**src/wss_pkg.sv**
```systemverilog
// Package of constants and carrier types for the wake and strap status block
// Overview of operation
// RL1 - Timer interrupt flag sets at after-run match
// RL2 - Only in function 1; clears on reset/read
// RL3 - Host reads strap register with bit 12
// RL4 - Host reads wake register with bits 12,9
// RL5 - Response bits 15:8 carry eight summary flags
// RL6 - Bit 7 reports preregulator topology
// RL7 - Bit 5 reports analog rail pass device
// RL8 - Analog strap 1=5.0 V; aux inverted
// RL9 - Bit 1 reports deep fail-safe strap
// RL10 - Bit 0 reports debug strap
// RL11 - Bit 2 reads one; bit 6 reserved
// RL12 - Straps sampled at reset and leaving off
// RL13 - Wake bits 7..3 flag lines 5,4,3,2,0
// RL14 - Wake bit 2 flags automatic wake
// RL15 - Wake flags clear on reset and read
// RL16 - Wake bit 1 timer, bit 0 transceiver
// RL17 - Clear only after capture into response
package wss_pkg;

  // Request frames that select a register
  localparam logic [15:0] REQ_STRAP_READ = 16'h1000;
  localparam logic [15:0] REQ_WAKE_READ  = 16'h1200;
  localparam logic [15:0] REQ_TIMER_READ = 16'h0C00;

  // Timer function codes
  localparam logic [2:0]  TIMER_FUNCTION_1 = 3'h0;

  // Fixed and reserved bits of the strap response
  localparam logic        STRAP_FIXED_ONE = 1'b1;
  localparam logic        STRAP_RESERVED  = 1'b0;

  // Reset values and the wake flag width
  localparam logic [15:0] RESPONSE_RESET  = 16'h0000;
  localparam logic [7:0]  WAKE_RESET      = 8'h00;
  localparam int          WAKE_WIDTH      = 8;

  // Global summary flags, response bits 15 down to 8
  typedef struct packed {
    logic serial_summary_flag;
    logic wake_summary_flag;
    logic can_summary_flag;
    logic lin_summary_flag;
    logic io_summary_flag;
    logic preregulator_summary_flag;
    logic core_regulator_summary_flag;
    logic other_regulators_summary_flag;
  } wss_summary_type;

  // Configuration pins as presented on the strap inputs
  typedef struct packed {
    logic preregulator_topology_flag;
    logic external_pass_transistor_flag;
    logic analog_rail_voltage_strap;
    logic aux_rail_voltage_strap;
    logic deep_failsafe_strap;
    logic debug_strap;
  } wss_strap_type;

  // Wake events, one-cycle pulses, in response bit order 7..0
  typedef struct packed {
    logic line5_wake_flag;
    logic line4_wake_flag;
    logic line3_wake_flag;
    logic line2_wake_flag;
    logic line0_wake_flag;
    logic automatic_wake_flag;
    logic timer_wake_flag;
    logic transceiver_wake_flag;
  } wss_wake_type;

  // Timer control fields and status from the timer block
  typedef struct packed {
    logic [2:0] timer_function;
    logic       counter_select;
    logic       resolution_mode;
    logic       counter_enable;
    logic       timer_running_flag;
    logic       after_run_reached;
  } wss_timer_type;

endpackage : wss_pkg

```
**src/wss_status_regs.sv**
```systemverilog
// Wake source, strap and timer status registers answering serial frames
`timescale 1ns/1ps
module wss_status_regs (
  input  wire logic                     clk,
  input  wire logic                     rst_b,
  input  wire logic                     request_valid,
  input  wire logic [15:0]              request_word,
  input  wire wss_pkg::wss_summary_type summary_flags,
  input  wire wss_pkg::wss_strap_type   strap_pins,
  input  wire logic                     low_power_off_mode,
  input  wire wss_pkg::wss_wake_type    wake_events,
  input  wire wss_pkg::wss_timer_type   timer_status,
  output logic [15:0]                   response_word,
  output logic                          response_valid,
  output logic                          timer_interrupt_flag
);

  // State of the register bank, apart from the wake and timer sticky flags
  typedef struct packed {
    logic [15:0]           response;
    logic                  response_valid;
    wss_pkg::wss_strap_type straps;
    logic                  strap_sample_pending;
    logic                  off_mode_seen;
  } wss_state_type;

  wss_state_type state_q;
  wss_state_type state_d;

  logic          read_strap;
  logic          read_wake;
  logic          read_timer;
  logic [7:0]    wake_flags_q;
  logic [7:0]    wake_set;
  logic [0:0]    timer_flag_q;
  logic [0:0]    timer_flag_set;
  logic          clear_wake;
  logic          clear_timer;
  logic [7:0]    strap_byte;
  logic [7:0]    timer_byte;

  // Decode of the request frame
  always_comb begin
    read_strap = request_valid
               && (request_word == wss_pkg::REQ_STRAP_READ); // RL3
    read_wake  = request_valid
               && (request_word == wss_pkg::REQ_WAKE_READ); // RL4
    read_timer = request_valid
               && (request_word == wss_pkg::REQ_TIMER_READ);
  end

  // Wake events enter the sticky flags in response bit order
  assign wake_set = wake_events; // RL13 RL14 RL16

  // The flags are read in the same cycle as the clear is applied
  assign clear_wake = read_wake; // RL15 RL17

  // Wake source flags, cleared on power-on reset and on read
  wss_sticky_flags #(
    .WIDTH (wss_pkg::WAKE_WIDTH)
  ) u_wake_flags (
    .clk     (clk),
    .rst_b   (rst_b),
    .set     (wake_set),
    .clear   (clear_wake),
    .flags_q (wake_flags_q)
  );

  // Timer interrupt only produced in function 1 on after-run match
  always_comb begin
    timer_flag_set[0] = timer_status.after_run_reached
      && (timer_status.timer_function == wss_pkg::TIMER_FUNCTION_1); // RL1 RL2
  end

  // Timer flag clears on read of the timer register
  assign clear_timer = read_timer; // RL2 RL17

  wss_sticky_flags #(
    .WIDTH (1)
  ) u_timer_flag (
    .clk     (clk),
    .rst_b   (rst_b),
    .set     (timer_flag_set),
    .clear   (clear_timer),
    .flags_q (timer_flag_q)
  );

  // Low byte of the strap register from the captured straps
  always_comb begin
    strap_byte    = 8'h00;
    strap_byte[7] = state_q.straps.preregulator_topology_flag; // RL6
    strap_byte[6] = wss_pkg::STRAP_RESERVED; // RL11
    strap_byte[5] = state_q.straps.external_pass_transistor_flag; // RL7
    strap_byte[4] = state_q.straps.analog_rail_voltage_strap; // RL8
    strap_byte[3] = state_q.straps.aux_rail_voltage_strap; // RL8
    strap_byte[2] = wss_pkg::STRAP_FIXED_ONE; // RL11
    strap_byte[1] = state_q.straps.deep_failsafe_strap; // RL9
    strap_byte[0] = state_q.straps.debug_strap; // RL10
  end

  // Low byte of the timer register: control echo plus status
  always_comb begin
    timer_byte    = 8'h00;
    timer_byte[7:5] = timer_status.timer_function;
    timer_byte[4] = timer_status.counter_select;
    timer_byte[3] = timer_status.timer_running_flag;
    timer_byte[2] = timer_status.resolution_mode;
    timer_byte[1] = timer_status.counter_enable;
    timer_byte[0] = timer_flag_q[0]; // RL1
  end

  // Next state: strap capture and response assembly
  always_comb begin
    state_d                = state_q;
    state_d.response_valid = 1'b0;
    state_d.off_mode_seen  = low_power_off_mode;

    // Straps are caught once after reset release and on leaving off mode
    if (state_q.strap_sample_pending) begin
      state_d.straps               = strap_pins; // RL12
      state_d.strap_sample_pending = 1'b0;
    end
    if (state_q.off_mode_seen && !low_power_off_mode) begin
      state_d.strap_sample_pending = 1'b1; // RL12
    end

    // Every answer carries the summary flags in its upper byte
    if (request_valid) begin
      state_d.response_valid = 1'b1;
      state_d.response       = {summary_flags, 8'h00}; // RL5
      if (read_strap) begin
        state_d.response[7:0] = strap_byte;
      end else if (read_wake) begin
        state_d.response[7:0] = wake_flags_q; // RL17
      end else if (read_timer) begin
        state_d.response[7:0] = timer_byte;
      end else begin
        state_d.response[7:0] = 8'h00;
      end
    end
  end

  // State register; straps are sampled on the first edge after reset
  always_ff @(posedge clk or negedge rst_b) begin
    if (!rst_b) begin
      state_q.response             <= wss_pkg::RESPONSE_RESET;
      state_q.response_valid       <= 1'b0;
      state_q.straps               <= '0;
      state_q.strap_sample_pending <= 1'b1; // RL12
      state_q.off_mode_seen        <= 1'b0;
    end else begin
      state_q <= state_d;
    end
  end

  // Outputs straight from flip-flops
  assign response_word        = state_q.response;
  assign response_valid       = state_q.response_valid;
  assign timer_interrupt_flag = timer_flag_q[0];

endmodule : wss_status_regs

```
**src/wss_sticky_flags.sv**
```systemverilog
// Sticky event flags with a common clear; set wins over clear
`timescale 1ns/1ps
module wss_sticky_flags #(
  parameter int WIDTH = 8
) (
  input  wire logic             clk,
  input  wire logic             rst_b,
  input  wire logic [WIDTH-1:0] set,
  input  wire logic             clear,
  output logic      [WIDTH-1:0] flags_q
);

  typedef struct packed {
    logic [WIDTH-1:0] flags;
  } wss_sticky_state_type;

  wss_sticky_state_type state_q;
  wss_sticky_state_type state_d;

  // A clear in the same cycle as a set keeps the new event
  always_comb begin
    state_d       = state_q;
    state_d.flags = (state_q.flags & ~{WIDTH{clear}}) | set;
  end

  // Flags start cleared at power-on reset
  always_ff @(posedge clk or negedge rst_b) begin
    if (!rst_b) begin
      state_q <= '0;
    end else begin
      state_q <= state_d;
    end
  end

  assign flags_q = state_q.flags;

endmodule : wss_sticky_flags

```
**config.mk**
```make
export PLATFORM = sky130hd
export DESIGN_NAME = wss_status_regs
export DESIGN_NICKNAME = d
export VERILOG_FILES = /design/src/wss_pkg.sv /design/src/wss_status_regs.sv /design/src/wss_sticky_flags.sv
export SDC_FILE = /design/constraint.sdc
export NUM_CORES = 1
export LEC_CHECK = 0
export BUFFER_PORTS_ARGS = -buffer_cell sky130_fd_sc_hd__buf_2
export CORE_MARGIN = 2
export CORE_UTILIZATION = 45
export DETAILED_ROUTE_END_ITERATION = 6
export GPL_TIMING_DRIVEN = 0
export PLACE_DENSITY = 0.76
export SLEW_MARGIN = 10
export SYNTH_ARGS = -nofsm -noshare
export SYNTH_HDL_FRONTEND = slang
export SYNTH_SLANG_ARGS = --single-unit
```
**constraint.sdc**
```tcl
create_clock -name clk -period 1.3 [get_ports clk]
set_input_delay 0.195 -clock clk [delete_from_list [all_inputs] [get_ports clk]]
set_output_delay 0.195 -clock clk [all_outputs]
set_load 0.01 [all_outputs]
```
# After elaboration in Yosys (flattened, before gate mapping)
# Cells that the tools add are included.
op_classes:
  muxes: 5
  eq_ne: 3
  reduce_logical: 7
  bitwise: 6
ops:
  columns: ["operator", "count"]
  rows:
  - ["== test 16 x 13 -> 1 bit (second input constant)", 2]
  - ["two-way mux 8 bit", 3]
  - ["== test 16 x 12 -> 1 bit (second input constant)", 1]
  - ["AND 8 bit", 1]
  - ["inverter 8 bit", 1]
  - ["OR 8 bit", 1]
  - ["logical AND 1 bit", 5]
  - ["logical NOT 3 bit", 1]
  - ["two-way mux 1 bit", 2]
  - ["AND 1 bit", 1]
  - ["logical NOT 1 bit", 1]
  - ["inverter 1 bit", 1]
  - ["OR 1 bit", 1]
totals:
  regBits: 34
  word_cells: 33
  inputBits: 50
  out_inout_bits: 18

# Logic depth before layout (Yosys ltp)
logic_depth:
  depth_word: 5
  mapped_depth: 6
  ltp_nobuf: 4

# Modules after synthesis
# A second synthesis with hierarchy kept.
unflattened:
  hier_cells: 132
  hier_area_um2: 1647.8
modules_own_cells:
  columns: ["module", "area_per_inst_um2", "seq_area_each_um2", "instances", "cells_per_inst"]
  rows:
  - ["wss_status_regs", 1347.5, 626.9, 1, 112]
  - ["wss_sticky_flags at u_wake_flags", 264.0, 200.2, 1, 17]
  - ["wss_sticky_flags at u_timer_flag", 36.3, 25.0, 1, 3]

# Worst setup path after synthesis
# OpenSTA, ideal clock, no wires.
synth_path:
  path_type: "input to register"
  start: "in request_word[5]"
  end: "reg u_wake_flags.state_q, in the netlist u_wake_flags.flags_q[0]"
  cell_stages: 5
  n_path_buf: 1
  slack_ps: -111
  setup_time_ps: 118
  required_ps: 1182
  arrival_ps: 1293
  cell_sequence: "nor4_1 > nand4_2 > or2_1 > buf_6 > a21o_1"
synth_rtl:
  columns: ["item", "line_no", "text"]
  rows:
  - ["start, declared", "wss_status_regs.sv:7", "input wire logic [15:0] request_word,"]
  - ["end signal, assigned", "wss_sticky_flags.sv:31", "state_q <= state_d;"]
  - ["end, declared", "wss_sticky_flags.sv:17", "wss_sticky_state_type state_q;"]

==> out/qor.csv <==
stage,metric,value,unit
status,outcome,"finished, final reports clean",
worst_setup_path,Worst EP required,1.53,ns
synth,"Distinct cells, synth",27,
timing,unrepaired setup endpoints after global routing,no,
timing,"Hold Vio Cnt, Final",0,
timing,Slew Limit Fails,0,
synth,Post-Synthesis Cell Area,1645,um2
floorplanning,row count,21,
global_route,Congestion Overflow GR,0,
drt,WL/cell,12.47,um
power,Pwr Density,1143,nW/um2
timing,Final Critical Period,1.228,ns
timing,# setup viols final,0,
synth,post-synthesis sequential element count,34,
place,routability congestion estimate,0.7785,
timing,hold slack,0.03562,ns
cells_and_area,layout cells sized above 1,0.5249,
power,VDD IR max,0.6106,mV
clocking,register clock-pin slew on the reported worst setup and hold paths,0.10,ns
floorplanning,IO Pins,68,
global_route,first-pass GRT wire length,5658,um
place,HPWL Detailed,2503,um
min_path,HP Class,in2reg,
worst_setup_path,WS Path Type,in2reg,
place,DP Cell Count,257,
synth,Avg Synthesized Cell Area,11.43,um2
drt,First-pass DRT Iterations,4,
cells_and_area,Post-Layout Cell Count,267,
worst_setup_path,flop-to-flop setup slack,0.18,ns
worst_setup_path,Critical Path Sink Type,flop,
clocking,Num Clock Sinks,34,
min_path,hold depth,2,
power,static leakage,1.042,nW
floorplanning,core area,3416,um2
worst_setup_path,Worst path max stage delay,0.32,ns
timing,Worst Slack Setup Final,0.07187,ns
cells_and_area,Nets,270,
synth,register area share after synthesis,0.5179,
worst_setup_path,R2R cell count,2,
worst_setup_path,critical-path cell list,buf_2 -> nor4b_4 -> nand4_2 -> or2_1 -> buf_6 -> a21o_1,
worst_setup_path,"Max FO, Critical Path",9,
worst_setup_path,slowest CP cell,nor4b_4,
floorplanning,die height,64.47,um
place,Port Buffer Count,67,
floorplanning,Chip Width,64.47,um
run,max_cap viols,0,
drt,post-DR vias/cell,4.925,
synth,post-synthesis instance total,144,
cells_and_area,n_diodes,0,
cells_and_area,Syn-to-layout area delta,34.07,%
timing,fin crit share,0.9447,
global_route,vias in the first global route,1344,
synth,syn_nets,194,
synth,number of synthesized flops with an enable pin,0,
global_route,routing usage on met2,0.3034,
synth,dominant synthesized flop cell,dfrtp_1,
drt,initial DRC count,64,
floorplanning,die area,4156,um2
global_route,largest net degree at the start of global routing,35,
drt,Total Routed Length,3330,um
synth,synth warn,0,
drt,DRC errors left,0,
global_route,gr busiest metal,met2,
drt,DR vias,1315,
timing,clock skew,0.01005,ns
drt,Final ANT Viol Nets,0,
synth,asr flop ratio synth,1.000,
global_route,met1 usage in global routing,0.2103,
worst_setup_path,Startpoint Class,primary input,
clocking,TritonCTS clock tree,built,
clocking,Setup Buffers After CTS,0,
timing,max_slew headroom,0.5116,
timing,Max Clock Freq,814.2,MHz
clocking,CTS buffer count,5,
timing,Least-Margin Pin Slew,0.7327,ns
place,Setup WS pre-CTS,-0.2938,ns
global_route,Total GRT Usage,0.1785,
clocking,Clock Tree Buf Depth,2,
worst_setup_path,Critical Path AT,1.45,ns
floorplanning,initial core utilization,0.4817,
clocking,CTS Root Cell,clkbuf_4,
clocking,H-tree levels,2,
global_route,antenna violations before repair,0,
global_route,met3 Use GR,0.04514,
clocking,clk_lat worst skew,0.33,ns
cell usage after synthesis (2+ instances only):
library cell | n | area share
dfrtp_1 | 33 | 0.50
buf_4 | 18 | 0.082
nor2_1 | 12 | 0.027
inv_1 | 10 | 0.023
a21o_1 | 9 | 0.041
mux2_2 | 8 | 0.055
nand2_1 | 8 | 0.018
nand3_1 | 7 | 0.021
o21ai_0 | 7 | 0.021
a221oi_2 | 6 | 0.055
o21a_1 | 6 | 0.027
clkbuf_1 | 3 | 0.0068
nor4_2 | 2 | 0.015
nor4b_4 | 2 | 0.029
per-layer routing:
layer / vias to the layer above / wire (um)
li1: 638 / -
met1: 617 / 1470
met2: 53 / 1564
met3: 7 / 245
met4: 0 / 50
met5: - / 0
state kept, by name (all words and copies together), names as in the netlist:
| name | count |
|---|---|
| response_valid | 1 |
| response_word | 16 |
| state_q | 8 |
| u_timer_flag.flags_q | 1 |
| u_wake_flags.flags_q | 8 |
repair_timing:
| action | 4_1_cts | 5_1_grt |
|---|---|---|
| hold endpoints to repair | 35 | 0 |
| hold buffers | 2 | 0 |
| setup endpoints to repair | 0 | 3 |
| resized for setup | 0 | 1 |
area by class of cell:
cell class / instances / area, um2
flip-flops and latches: 34 / 852.1
plain buffers: 22 / 161.4
clock inverters: 2 / 60.06
well taps: 46 / 57.56
repair buffers: 69 / 355.3
multi-input cells: 77 / 626.9
clock buffers: 6 / 51.30
fillers: 306 / 1210
inverters: 11 / 41.29
placed cells by master (no fill, tap or decap), drive strengths merged:
cell type    instances
a21boi               1
a21o                 9
a221oi               6
and3                 1
and4                 1
buf                 86
bufinv               2
clkbuf               9
clkinv               1
dfrtp               33
dfstp                1
dlygate4sd3          2
inv                 10
mux2                 8
nand2                8
nand3                7
nand4                1
nor2                12
nor2b                1
nor4                 3
nor4b                3
o21a                 6
o21ai                7
o221ai               1
o22ai                1
or2                  1
kinds of logic (layout without fill, tap and decap cells):
logic type             count (synthesis)  count (layout)  share of synthesized area
buffers and inverters                 33             110                     0.1209
muxes                                  8               8                    0.05476
DFF                                   34              34                     0.5179
and+or+nand+nor                       38              38                     0.1445
AOI/OAI and AO/OA                     31              31                     0.1620
path summary, 6_finish.rpt:
kind / from / to
max: request_word[10] / u_wake_flags.flags_q[3]$_DFF_PN0_
min reg2reg: state_q[0]$_DFF_PN0_ / state_q[1]$_DFF_PN1_
min in group asynchronous: rst_b / state_q[5]$_DFFE_PN0P_
max reg2reg: state_q[1]$_DFF_PN1_ / state_q[4]$_DFFE_PN0P_
max in group asynchronous: rst_b / u_wake_flags.flags_q[2]$_DFF_PN0_
min: wake_events[5] / u_wake_flags.flags_q[5]$_DFF_PN0_
metrics by stage:
stage                     power (W)  cell area (um2)  TNS (ns)  utilization
final                      0.002520             2206         0       0.6458
after global routing       0.002639             2206         0       0.6458
after CTS                  0.002546             2197         0       0.6432
after detailed placement   0.001535             2066    -4.356       0.6048
after global placement     0.001528             2066    -4.076       0.6048
after floorplan            0.001358             1673   -0.2717            -
power breakdown:
group          switching [W]  internal [W]  total [W]
combinational       0.000172      0.000193   0.000365
sequential         0.0000287       0.00113    0.00115
clock               0.000350      0.000651    0.00100
total               0.000550       0.00197    0.00252
critical path: cells and delay by family:
kind | cells | cell delay (ns)
and+or+nand+nor | 3 | 0.84
buffers and inverters | 2 | 0.26
AOI/OAI and AO/OA | 1 | 0.15
No activity file was read; power rests on OpenSTA's default activity.
